### src/hdl/sgc_cfg.svh
`ifndef SGC_CFG_SVH
`define SGC_CFG_SVH

// Register offsets from the socket base address
`define SGC_OFS_CSC       12'h804
`define SGC_OFS_CSC_EN    12'h805
`define SGC_OFS_CDGC      12'h816
`define SGC_OFS_GCTRL     12'h81e
`define SGC_OFS_IO0_LO    12'h836
`define SGC_OFS_IO0_HI    12'h837
`define SGC_OFS_IO1_LO    12'h838
`define SGC_OFS_IO1_HI    12'h839

// Shared global control field positions and reset value
`define SGC_GC_SOCKB_LVL  4
`define SGC_GC_SOCKA_LVL  3
`define SGC_GC_CLR_BY_WR  2
`define SGC_GC_CSC_LVL    1
`define SGC_GC_PWR_DOWN   0
`define SGC_GC_RESET      5'h00

// Status-change flag and soft card-detect positions
`define SGC_CSC_CD_BIT    3
`define SGC_SOFT_CD_BIT   5

// Read data for offsets that hold nothing
`define SGC_RD_UNMAPPED   8'h00
// Card outputs are driven after reset since power-down starts off
`define SGC_CARD_OE_RESET 1'b1

`endif

### src/hdl/sgc_pkg.sv
package sgc_pkg;

  typedef logic [7:0] sgc_byte_t;

  typedef struct packed {
    logic [4:0]            gctrl;
    logic [1:0][1:0][7:1]  io_lo;
    logic [1:0][1:0][7:0]  io_hi;
    logic [1:0][3:0]       status_change_flags;
    logic [1:0][3:0]       csc_en;
    logic [1:0]            soft_cd;
    logic [1:0]            func_s1;
    logic [1:0]            func_s2;
    sgc_byte_t             rdata;
    logic                  rvalid;
    logic                  card_oe;
  } sgc_top_s;

  typedef struct packed {
    logic pend_d;
    logic irq;
  } sgc_irq_s;

  typedef struct packed {
    logic [15:0] addr;
    logic        valid;
  } sgc_xlate_s;

endpackage

### src/hdl/sgc_io_xlate.sv
`timescale 1ns/1ps
`default_nettype none
module sgc_io_xlate
  import sgc_pkg::*;
#(
  parameter int ADDR_W = 16
) (
  // Clock and reset
  input  wire logic              i_clk,
  input  wire logic              i_rst,
  // Host side
  input  wire logic              i_req,
  input  wire logic [ADDR_W-1:0] i_addr,
  input  wire logic [ADDR_W-1:0] i_offset,
  // Card side
  output logic      [ADDR_W-1:0] o_addr,
  output logic                   o_valid
);

  sgc_xlate_s xl_reg;
  sgc_xlate_s xl_next;

  always_comb begin
    xl_next       = xl_reg;
    xl_next.valid = i_req;
    // Offset wraps modulo 64K, as the card address space does
    if (i_req) begin
      xl_next.addr = i_addr + i_offset;
    end
  end

  always_ff @(posedge i_clk) begin
    if (i_rst) begin
      xl_reg <= '0;
    end else begin
      xl_reg <= xl_next;
    end
  end

  assign o_addr  = xl_reg.addr;
  assign o_valid = xl_reg.valid;

endmodule // sgc_io_xlate
`default_nettype wire

### src/hdl/sgc_irq_signal.sv
`timescale 1ns/1ps
`default_nettype none
module sgc_irq_signal
  import sgc_pkg::*;
(
  // Clock and reset
  input  wire logic i_clk,
  input  wire logic i_rst,
  // Condition and mode
  input  wire logic i_pending,
  input  wire logic i_level_mode,
  // Host request
  output logic      o_irq
);

  sgc_irq_s irq_reg;
  sgc_irq_s irq_next;

  always_comb begin
    irq_next        = irq_reg;
    irq_next.pend_d = i_pending;
    // Edge mode pulses once per new condition, level mode follows it
    if (i_level_mode) begin
      irq_next.irq = i_pending;
    end else begin
      irq_next.irq = i_pending & ~irq_reg.pend_d;
    end
  end

  always_ff @(posedge i_clk) begin
    if (i_rst) begin
      irq_reg <= '0;
    end else begin
      irq_reg <= irq_next;
    end
  end

  assign o_irq = irq_reg.irq;

endmodule // sgc_irq_signal
`default_nettype wire

### src/hdl/sgc_top.sv
// Contract
// - Global control bits 7 to 5 always read zero and ignore writes.
// - One global control register serves both sockets, whichever socket addresses it.
// - Global control bit 4 picks edge (0, reset) or level (1) host signalling for socket B card interrupts.
// - Global control bit 3 picks edge (0, reset) or level (1) host signalling for socket A card interrupts.
// - Bit 2 low makes a read of the status-change register clear its flags; high makes only a written 1 clear a flag.
// - Global control bit 1 picks edge (0, reset) or level (1) signalling for the status-change host interrupt.
// - With bit 0 set, card outputs float except while a card cycle is active.
// - In power-down, card and status-change interrupts still come through; only a card access wakes the interface.
// - Bits 2, 1 and 0 are cleared by the global reset only, never by the host bus reset.
// - Each socket has I/O windows 0 and 1 with a 16-bit offset in separate low and high bytes, reset to zero.
// - The low offset byte stores bits 7 to 1 and reads bit 0 as zero.
// - The high offset byte stores all eight bits.
// - Clearing the card-detect change flag by a written 1 also clears the pending soft card-detect event.
`include "sgc_cfg.svh"
`timescale 1ns/1ps
`default_nettype none
module sgc_top
  import sgc_pkg::*;
(
  // Clock and resets (i_rst is the global reset)
  input  wire logic        i_clk,
  input  wire logic        i_rst,
  input  wire logic        i_host_bus_reset_in,
  // Register port
  input  wire logic        i_reg_wr,
  input  wire logic        i_reg_rd,
  input  wire logic        i_reg_sock,
  input  wire logic [11:0] i_reg_addr,
  input  wire logic [7:0]  i_reg_wdata,
  output logic      [7:0]  o_reg_rdata,
  output logic             o_reg_rvalid,
  // Card events
  input  wire logic [1:0]  i_card_func_irq,
  input  wire logic [7:0]  i_csc_evt,
  input  wire logic        i_card_cycle_active,
  // I/O window translation
  input  wire logic        i_io_req,
  input  wire logic        i_io_sock,
  input  wire logic        i_io_win,
  input  wire logic [15:0] i_io_addr,
  output logic      [15:0] o_card_addr,
  output logic             o_card_addr_valid,
  // Card output enable and host interrupts
  output logic             o_card_out_en,
  output logic             o_sock_a_irq,
  output logic             o_sock_b_irq,
  output logic             o_csc_irq
);

  sgc_top_s    r;
  sgc_top_s    n;
  logic [15:0] io_offset;
  logic        csc_pend;

  function automatic logic [15:0] win_offset(input logic [7:1] lo, input logic [7:0] hi);
    win_offset = {hi, lo, 1'b0};
  endfunction

  always_comb begin
    sgc_byte_t       rd;
    logic [1:0][3:0] clr;
    logic [1:0]      soft_set;
    logic [3:0]      set;
    rd       = `SGC_RD_UNMAPPED;
    clr      = '0;
    soft_set = '0;
    set      = '0;
    n        = r;
    n.rvalid = 1'b0;
    n.func_s1 = i_card_func_irq;
    n.func_s2 = r.func_s1;
    // Power-down floats outputs unless a card cycle runs
    n.card_oe = ~r.gctrl[`SGC_GC_PWR_DOWN] | i_card_cycle_active;

    if (i_reg_wr) begin
      if (i_reg_addr == `SGC_OFS_GCTRL) begin
        n.gctrl = i_reg_wdata[4:0];
      end else if (i_reg_addr == `SGC_OFS_IO0_LO) begin
        n.io_lo[i_reg_sock][0] = i_reg_wdata[7:1];
      end else if (i_reg_addr == `SGC_OFS_IO0_HI) begin
        n.io_hi[i_reg_sock][0] = i_reg_wdata;
      end else if (i_reg_addr == `SGC_OFS_IO1_LO) begin
        n.io_lo[i_reg_sock][1] = i_reg_wdata[7:1];
      end else if (i_reg_addr == `SGC_OFS_IO1_HI) begin
        n.io_hi[i_reg_sock][1] = i_reg_wdata;
      end else if (i_reg_addr == `SGC_OFS_CSC_EN) begin
        n.csc_en[i_reg_sock] = i_reg_wdata[3:0];
      end else if (i_reg_addr == `SGC_OFS_CDGC) begin
        soft_set[i_reg_sock] = i_reg_wdata[`SGC_SOFT_CD_BIT] & r.csc_en[i_reg_sock][`SGC_CSC_CD_BIT];
      end else if (i_reg_addr == `SGC_OFS_CSC) begin
        if (r.gctrl[`SGC_GC_CLR_BY_WR]) begin
          clr[i_reg_sock] = i_reg_wdata[3:0];
        end
      end
    end

    if (i_reg_rd) begin
      n.rvalid = 1'b1;
      if (i_reg_addr == `SGC_OFS_GCTRL) begin
        rd = {3'h0, r.gctrl};
      end else if (i_reg_addr == `SGC_OFS_IO0_LO) begin
        rd = {r.io_lo[i_reg_sock][0], 1'b0};
      end else if (i_reg_addr == `SGC_OFS_IO0_HI) begin
        rd = r.io_hi[i_reg_sock][0];
      end else if (i_reg_addr == `SGC_OFS_IO1_LO) begin
        rd = {r.io_lo[i_reg_sock][1], 1'b0};
      end else if (i_reg_addr == `SGC_OFS_IO1_HI) begin
        rd = r.io_hi[i_reg_sock][1];
      end else if (i_reg_addr == `SGC_OFS_CSC_EN) begin
        rd = {4'h0, r.csc_en[i_reg_sock]};
      end else if (i_reg_addr == `SGC_OFS_CSC) begin
        rd = {4'h0, r.status_change_flags[i_reg_sock]};
        if (!r.gctrl[`SGC_GC_CLR_BY_WR]) begin
          clr[i_reg_sock] = 4'hf;
        end
      end
      n.rdata = rd;
    end

    // Flags keep taking events in power-down; a set in the clearing cycle wins
    for (int s = 0; s < 2; s++) begin
      set = i_csc_evt[s*4 +: 4];
      set[`SGC_CSC_CD_BIT] = set[`SGC_CSC_CD_BIT] | soft_set[s]
                             | (r.soft_cd[s] & ~clr[s][`SGC_CSC_CD_BIT]);
      n.status_change_flags[s] = (r.status_change_flags[s] & ~clr[s]) | set;
      n.soft_cd[s] = (r.soft_cd[s] & ~clr[s][`SGC_CSC_CD_BIT]) | soft_set[s];
    end

    // Host bus reset leaves the global-reset-only bits alone
    if (i_host_bus_reset_in) begin
      n.gctrl[`SGC_GC_SOCKB_LVL] = 1'b0;
      n.gctrl[`SGC_GC_SOCKA_LVL] = 1'b0;
      n.io_lo  = '0;
      n.io_hi  = '0;
      n.csc_en = '0;
    end
  end

  always_ff @(posedge i_clk) begin
    if (i_rst) begin
      r         <= '0;
      r.gctrl   <= `SGC_GC_RESET;
      r.card_oe <= `SGC_CARD_OE_RESET;
    end else begin
      r <= n;
    end
  end

  assign io_offset = win_offset(r.io_lo[i_io_sock][i_io_win], r.io_hi[i_io_sock][i_io_win]);
  assign csc_pend  = |(r.status_change_flags[0] & r.csc_en[0]) | |(r.status_change_flags[1] & r.csc_en[1]);

  sgc_io_xlate #(
    .ADDR_W (16)
  ) u_xlate (
    .i_clk    (i_clk),
    .i_rst    (i_rst),
    .i_req    (i_io_req),
    .i_addr   (i_io_addr),
    .i_offset (io_offset),
    .o_addr   (o_card_addr),
    .o_valid  (o_card_addr_valid)
  );

  sgc_irq_signal u_irq_a (
    .i_clk        (i_clk),
    .i_rst        (i_rst),
    .i_pending    (r.func_s2[0]),
    .i_level_mode (r.gctrl[`SGC_GC_SOCKA_LVL]),
    .o_irq        (o_sock_a_irq)
  );

  sgc_irq_signal u_irq_b (
    .i_clk        (i_clk),
    .i_rst        (i_rst),
    .i_pending    (r.func_s2[1]),
    .i_level_mode (r.gctrl[`SGC_GC_SOCKB_LVL]),
    .o_irq        (o_sock_b_irq)
  );

  sgc_irq_signal u_irq_csc (
    .i_clk        (i_clk),
    .i_rst        (i_rst),
    .i_pending    (csc_pend),
    .i_level_mode (r.gctrl[`SGC_GC_CSC_LVL]),
    .o_irq        (o_csc_irq)
  );

  assign o_reg_rdata   = r.rdata;
  assign o_reg_rvalid  = r.rvalid;
  assign o_card_out_en = r.card_oe;
endmodule // sgc_top
`default_nettype wire
### config.mk
export PLATFORM = sky130hd
export DESIGN_NAME = sgc_top
export DESIGN_NICKNAME = d
export VERILOG_FILES = /design/src/hdl/sgc_pkg.sv /design/src/hdl/sgc_io_xlate.sv /design/src/hdl/sgc_irq_signal.sv /design/src/hdl/sgc_top.sv
export VERILOG_INCLUDE_DIRS = /design/src /design/src/hdl
export SDC_FILE = /design/constraint.sdc
export NUM_CORES = 1
export LEC_CHECK = 0
export BUFFER_PORTS_ARGS = -buffer_cell sky130_fd_sc_hd__buf_4
export CAP_MARGIN = 20
export CELL_PAD_IN_SITES_DETAIL_PLACEMENT = 1
export CELL_PAD_IN_SITES_GLOBAL_PLACEMENT = 2
export CORE_ASPECT_RATIO = 1.2
export CORE_UTILIZATION = 32
export DETAILED_ROUTE_END_ITERATION = 8
export GPL_ROUTABILITY_DRIVEN = 0
export GPL_TIMING_DRIVEN = 0
export PLACE_DENSITY_LB_ADDON = 0.1
export SLEW_MARGIN = 10
export SYNTH_ARGS = -nofsm -noshare
export SYNTH_HDL_FRONTEND = slang
export SYNTH_HIERARCHICAL = 1
export SYNTH_SLANG_ARGS = --single-unit
### constraint.sdc
create_clock -name i_clk -period 3.3 [get_ports i_clk]
set_input_delay 0.66 -clock i_clk [delete_from_list [all_inputs] [get_ports i_clk]]
set_output_delay 0.66 -clock i_clk [all_outputs]
set_load 0.03 [all_outputs]
# Word level (Yosys, flattened, before mapping)

Cells that the tools add are included.

Add/sub/neg operators: 1
Order comparisons: 4
Equal/unequal tests: 10
Mux-type cells: 77
Bitwise gates (word level): 36
Reductions and logical operators: 10

Operators by type and width:

| kind                 | count |
|---|---|
| $mux 8               | 27 |
| $eq 12x12->1 const B | 8 |
| $mux 32              | 3 |
| $mux 28              | 3 |
| $mux 16              | 5 |
| $mux 14              | 5 |
| $bwmux 32            | 2 |
| $bwmux 28            | 2 |
| $demux 16 s1         | 2 |
| $demux 14 s1         | 2 |
| $mux 4               | 7 |
| $mux 7               | 3 |
| $add 16x16->16       | 1 |
| $and 4x4->4          | 4 |
| $mux 2               | 8 |
| $not 1->1            | 11 |
| $and 8x8->8          | 1 |
| $bwmux 8             | 1 |
| $not 4->4            | 2 |
| $or 1x1->1           | 8 |
| $or 4x4->4           | 2 |
| $or 8x8->8           | 1 |
| $reduce_or 4->1      | 2 |
| $reduce_and 7->1     | 1 |
| other kinds (14)     | 27 |

Bits in registers: 120
Input bits: 56
Word-level logic and storage cells: 166

# Logic depth before layout (Yosys ltp)

Depth after elaboration: 29
Mapped depth: 10

# Modules after synthesis

The synthesis kept the hierarchy.

By module, submodules not included:

| module         | times used | cells each | area each (um^2) | seq. area each (um^2) |
|---|---|---|---|---|
| sgc_top        | 1          | 537        | 4901.0           | 1941.9 |
| sgc_io_xlate   | 1          | 164        | 1376.3           | 340.3 |
| sgc_irq_signal | 3          | 5          | 68.8             | 40.0 |

# Worst setup path before layout

No wires, ideal clock.

Path type: input to register
Start point: input i_io_win
End point: register u_xlate.xl_reg, in the netlist u_xlate/o_addr[15]
Library setup time: 0.091 ns
Data arrival time: 3.381 ns
Required time: 3.209 ns
Path slack: -0.172 ns
Cell stages on the path: 9
Buffers on the path: 2
Path through: clkbuf_1 -> buf_1 -> mux4_2 -> ha_1 -> a21o_1 -> a31o_1 -> a311o_1 -> or3_1 -> a311oi_1

Cells in the longest elaborated chain, start to end: 3
Elaborated cells between the ends (all ways): 5
Classes of those cells: add/sub (1); mux (4)

Ends and longest elaborated chain:

| what                                       | RTL line           | RTL |
|---|---|---|
| start, declared                            | sgc_top.sv:40      | `input wire logic i_io_win,` |
| $mux 8 (not written as such) (2 in series) | sgc_top.sv:150     | `assign io_offset = win_offset(r.io_lo[i_io_sock][i_io_win], r.io_hi[i_io_sock][i_io_win]);` |
| via io_offset[8]                           | sgc_top.sv:53      | `logic [15:0] io_offset;` |
| $add 16x16->16                             | sgc_io_xlate.sv:28 | `xl_next.addr = i_addr + i_offset;` |
| end signal, assigned                       | sgc_io_xlate.sv:36 | `xl_reg <= xl_next;` |
| end, declared                              | sgc_io_xlate.sv:20 | `sgc_xlate_s xl_reg;` |

The timed path passes the listed nets, and every way through them passes these cells. The select of a mux whose other input is x is not followed.
A chain may end at the register's enable or synchronous reset.

# Worst setup path in the final report

Start point: input i_io_sock
End point: register u_xlate.xl_reg, in the netlist u_xlate/o_addr[10]

Cells in the longest elaborated chain, start to end: 5
Elaborated cells between the ends (all ways): 9
Classes of those cells: add/sub (1); mux (8)

Ends and longest elaborated chain:

| what                                        | RTL line           | RTL |
|---|---|---|
| start, declared                             | sgc_top.sv:39      | `input wire logic i_io_sock,` |
| $mux 14 (not written as such) (2 in series) | sgc_top.sv:150     |  |
| $mux 7 (not written as such) (2 in series)  | sgc_top.sv:150     |  |
| via io_offset[5]                            | sgc_top.sv:53      |  |
| $add 16x16->16                              | sgc_io_xlate.sv:28 |  |

The timed path passes the listed nets, and every way through them passes these cells. The select of a mux whose other input is x is not followed.

==> metrics.cfg <==
[timing]
finalMaxSlewViolations=0
slew_headroom_pct=47.6
holdWs_ns=0.407
final-hold-violation-count=0
fin_crit_ns=3.18
worst_slew_pin_slew_ns=0.785
setup_viol=0
max_freq_mhz=315
timing.final.crit_share_pct=96.2
finClkSkew_ns=0.00587
rsz0062_at_grt=false

[power_and_ir_drop]
power_density_nw_per_um2=497
p_leak_uw=0.00309
power_uw=4000
netSwitchingPower_uw=1010
swShare_pct=25.4
p_clk_share_pct=53.5
p_int_uw=2980
combPwrFrac_pct=9.1
worst_ir_drop_vdd_uv=356
p_seq_share_pct=37.4

[final_layout]
syn_to_final_growth_pct=23.9
post-route-util_pct=40.8
drive_gt1_share_pct=25.3
fin_nets=880
regMostFlops=r
largest_register_ffs=85
antenna_cells=0

[logic_synthesis]
syn_inst=716
synth-edff-count=0
synth_seq_cells=120
synthDistinctLibCells=82
ys_seq_area_share_pct=37.1
yosysWarningCount=6
synth.net_count=788
synthFlopType=dfxtp_1
synth.avg_cell_area_um2=9.06
synthesis.area_um2=6480
async_flop_share_pct=0

[floorplan]
io-pin-count=86
core_area_um2=19700
num_rows=56
die_y_um=158
dieArea_um2=20800
dieWidth_um=132
start_util_pct=32.9

[clock_network]
cts_tree=yes
post_cts_buffers=0
clk_pin_slew_ns=0.06
clock_path_buffers=2
cts-root-buf=clkbuf_16
clock_sinks=120
cts_buffers=17
clk_latency_ns=0.43
h-tree-depth=4

[worst_setup_path]
arrival_ns=3.49
crit_path_cell_trace=clkbuf_2, buf_4, mux4_2, ha_1, and3_1, o21ai_1, a21oi_1, or3_1, a32o_1
start_kind=primary input
cp_max_fo=10
end_kind=flop
crit_path_top_delay_cell=mux4_2
worstSetupPathType=in -> reg
critPathMaxStageDelay_ns=0.57
cp.required_ns=3.62

[detailed_routing]
totalWireLength_mm=23.6
dr_wl_met3_um=803
drt_iter0_drc=269
dr.pass1.iters=5
ant_nets=0
vias=5924
wl_per_cell_um=21.8
top_layer=met4
wl_met2_mm=11.9
drcViolationCount=0
avgViaCountPerCell=5.48
wl_met1_mm=10.1

[place]
place_hpwl_mm=18.2
io_buffers=74

[global_routing]
grt_antenna_before_repair=0
grt_overflow=0
grt_pass1_wl_mm=36.2
grt.total_usage_pct=23.5
grt_pass1_vias=6120
grt_start_max_net_pins=17

[run_status]
outcome=completed

[job]
maxCapViolCount=0

[hold_path]
hp-class=reg -> reg

[placed cells by master, fill, tap and decap left out, drive strengths merged, types with 13 or more instances in the layout]
cell and n:
inv 18, buf 102, mux4 26, nand3 29, clkbuf 39, ha 15, a21oi 83, nand2 130
dfxtp 120, mux2i 27, nor2 49, o21ai 13
[path summary, 6_finish.rpt]
| check | depth (start not counted) | slack [ns] | from | end |
|---|---|---|---|---|
| max | 9 | 0.12 | i_io_sock | u_xlate/o_addr[10] |
| min | 1 | 0.41 | u_irq_a/irq_reg[1] | u_irq_a/o_irq |
| max reg2reg | 7 | 0.44 | r[56] | u_xlate/o_addr[15] |
| min reg2reg | 1 | 0.41 | u_irq_a/irq_reg[1] | u_irq_a/o_irq |
[worst max-delay path, delay by kind of cell]
| family | cells | cell delay, ns |
|---|---|---|
| AO/OA/AOI/OAI | 3 | 0.75 |
| multiplexers | 1 | 0.57 |
| AND/OR/NAND/NOR | 2 | 0.59 |
| adder cells (fa/ha/maj) | 1 | 0.40 |
| buffers and inverters | 2 | 0.51 |
[through the flow]
stage | cell area [um^2] | TNS, ns | setup slack (ns) | instances
floorplan | 6490 | 0 | 0.109 | 716
detailed placement | 7370 | -2.50 | -0.442 | 1051
global placement | 7370 | -2.20 | -0.392 | 1051
global route | 8030 | 0 | 0.0222 | 1082
finish | 8030 | 0 | 0.124 | 1082
CTS | 8040 | 0 | 0.0131 | 1083
[synthesized netlist by cell type, types with 4 or more instances]
master / count / area, um^2
a21oi_1: 83 / 415
a22oi_1: 10 / 75.1
a311o_1: 4 / 40.0
a32o_1: 11 / 110
and3_1: 9 / 56.3
buf_2: 12 / 60.1
buf_4: 11 / 82.6
buf_6: 4 / 45.0
clkbuf_1: 22 / 82.6
dfxtp_1: 120 / 2400
ha_1: 15 / 188
inv_1: 11 / 41.3
mux2_2: 10 / 113
mux2i_1: 27 / 270
mux4_2: 26 / 586
nand2_1: 129 / 484
nand3_1: 29 / 145
nand4_1: 8 / 50.1
nor2_1: 48 / 180
nor2b_1: 7 / 43.8
nor3_1: 6 / 30.0
o21ai_0: 10 / 50.1
o22ai_1: 5 / 31.3
or3_1: 4 / 25.0
xnor2_1: 4 / 35.0
[cell families after synthesis]
family                   count (synthesis)  synth area share (%)
other                                    1                0.0578
flip-flops                             120                  37.1
AND/OR/NAND/NOR                        279                  22.0
AO/OA/AOI/OAI                          170                  17.2
buffers and inverters                   63                  4.98
multiplexers                            63                  14.9
adder cells (fa/ha/maj)                 16                  3.20
XOR/XNOR                                 4                 0.540
[area by class of cell]
class	instances	area, um^2
buffer	50	283
clock buffer	17	425
clock inverter	15	238
fill	2303	11700
inverter	12	45.0
multi-input combinational	533	3760
sequential	120	2400
tap	261	327
timing repair buffer	74	556
[repair_timing]
item,in CTS,in global routing
endpoints found under the setup margin,0,3
gates resized for setup,0,2
hold buffers,0,0
[power groups by stage]
stage | registers (uW) | clock network [uW] | logic (uW)
5_1_grt | 1500 | 2250 | 393
2_1_floorplan | 1550 | 0 | 183
4_1_cts | 1490 | 2180 | 370
3_3_place_gp | 1530 | 0 | 363
6_report | 1490 | 2140 | 366
3_5_place_dp | 1530 | 0 | 369
[layer usage]
| layer | track usage [%] | vias up |
|---|---|---|
| met2 | 41.0 | 136 |
| met4 | 10.8 | 0 |
| li1 | - | 2800 |
| met3 | 3.91 | 38 |
| met1 | 28.3 | 2950 |
| met5 | 0 | - |
(Power assumes the default switching activity.)
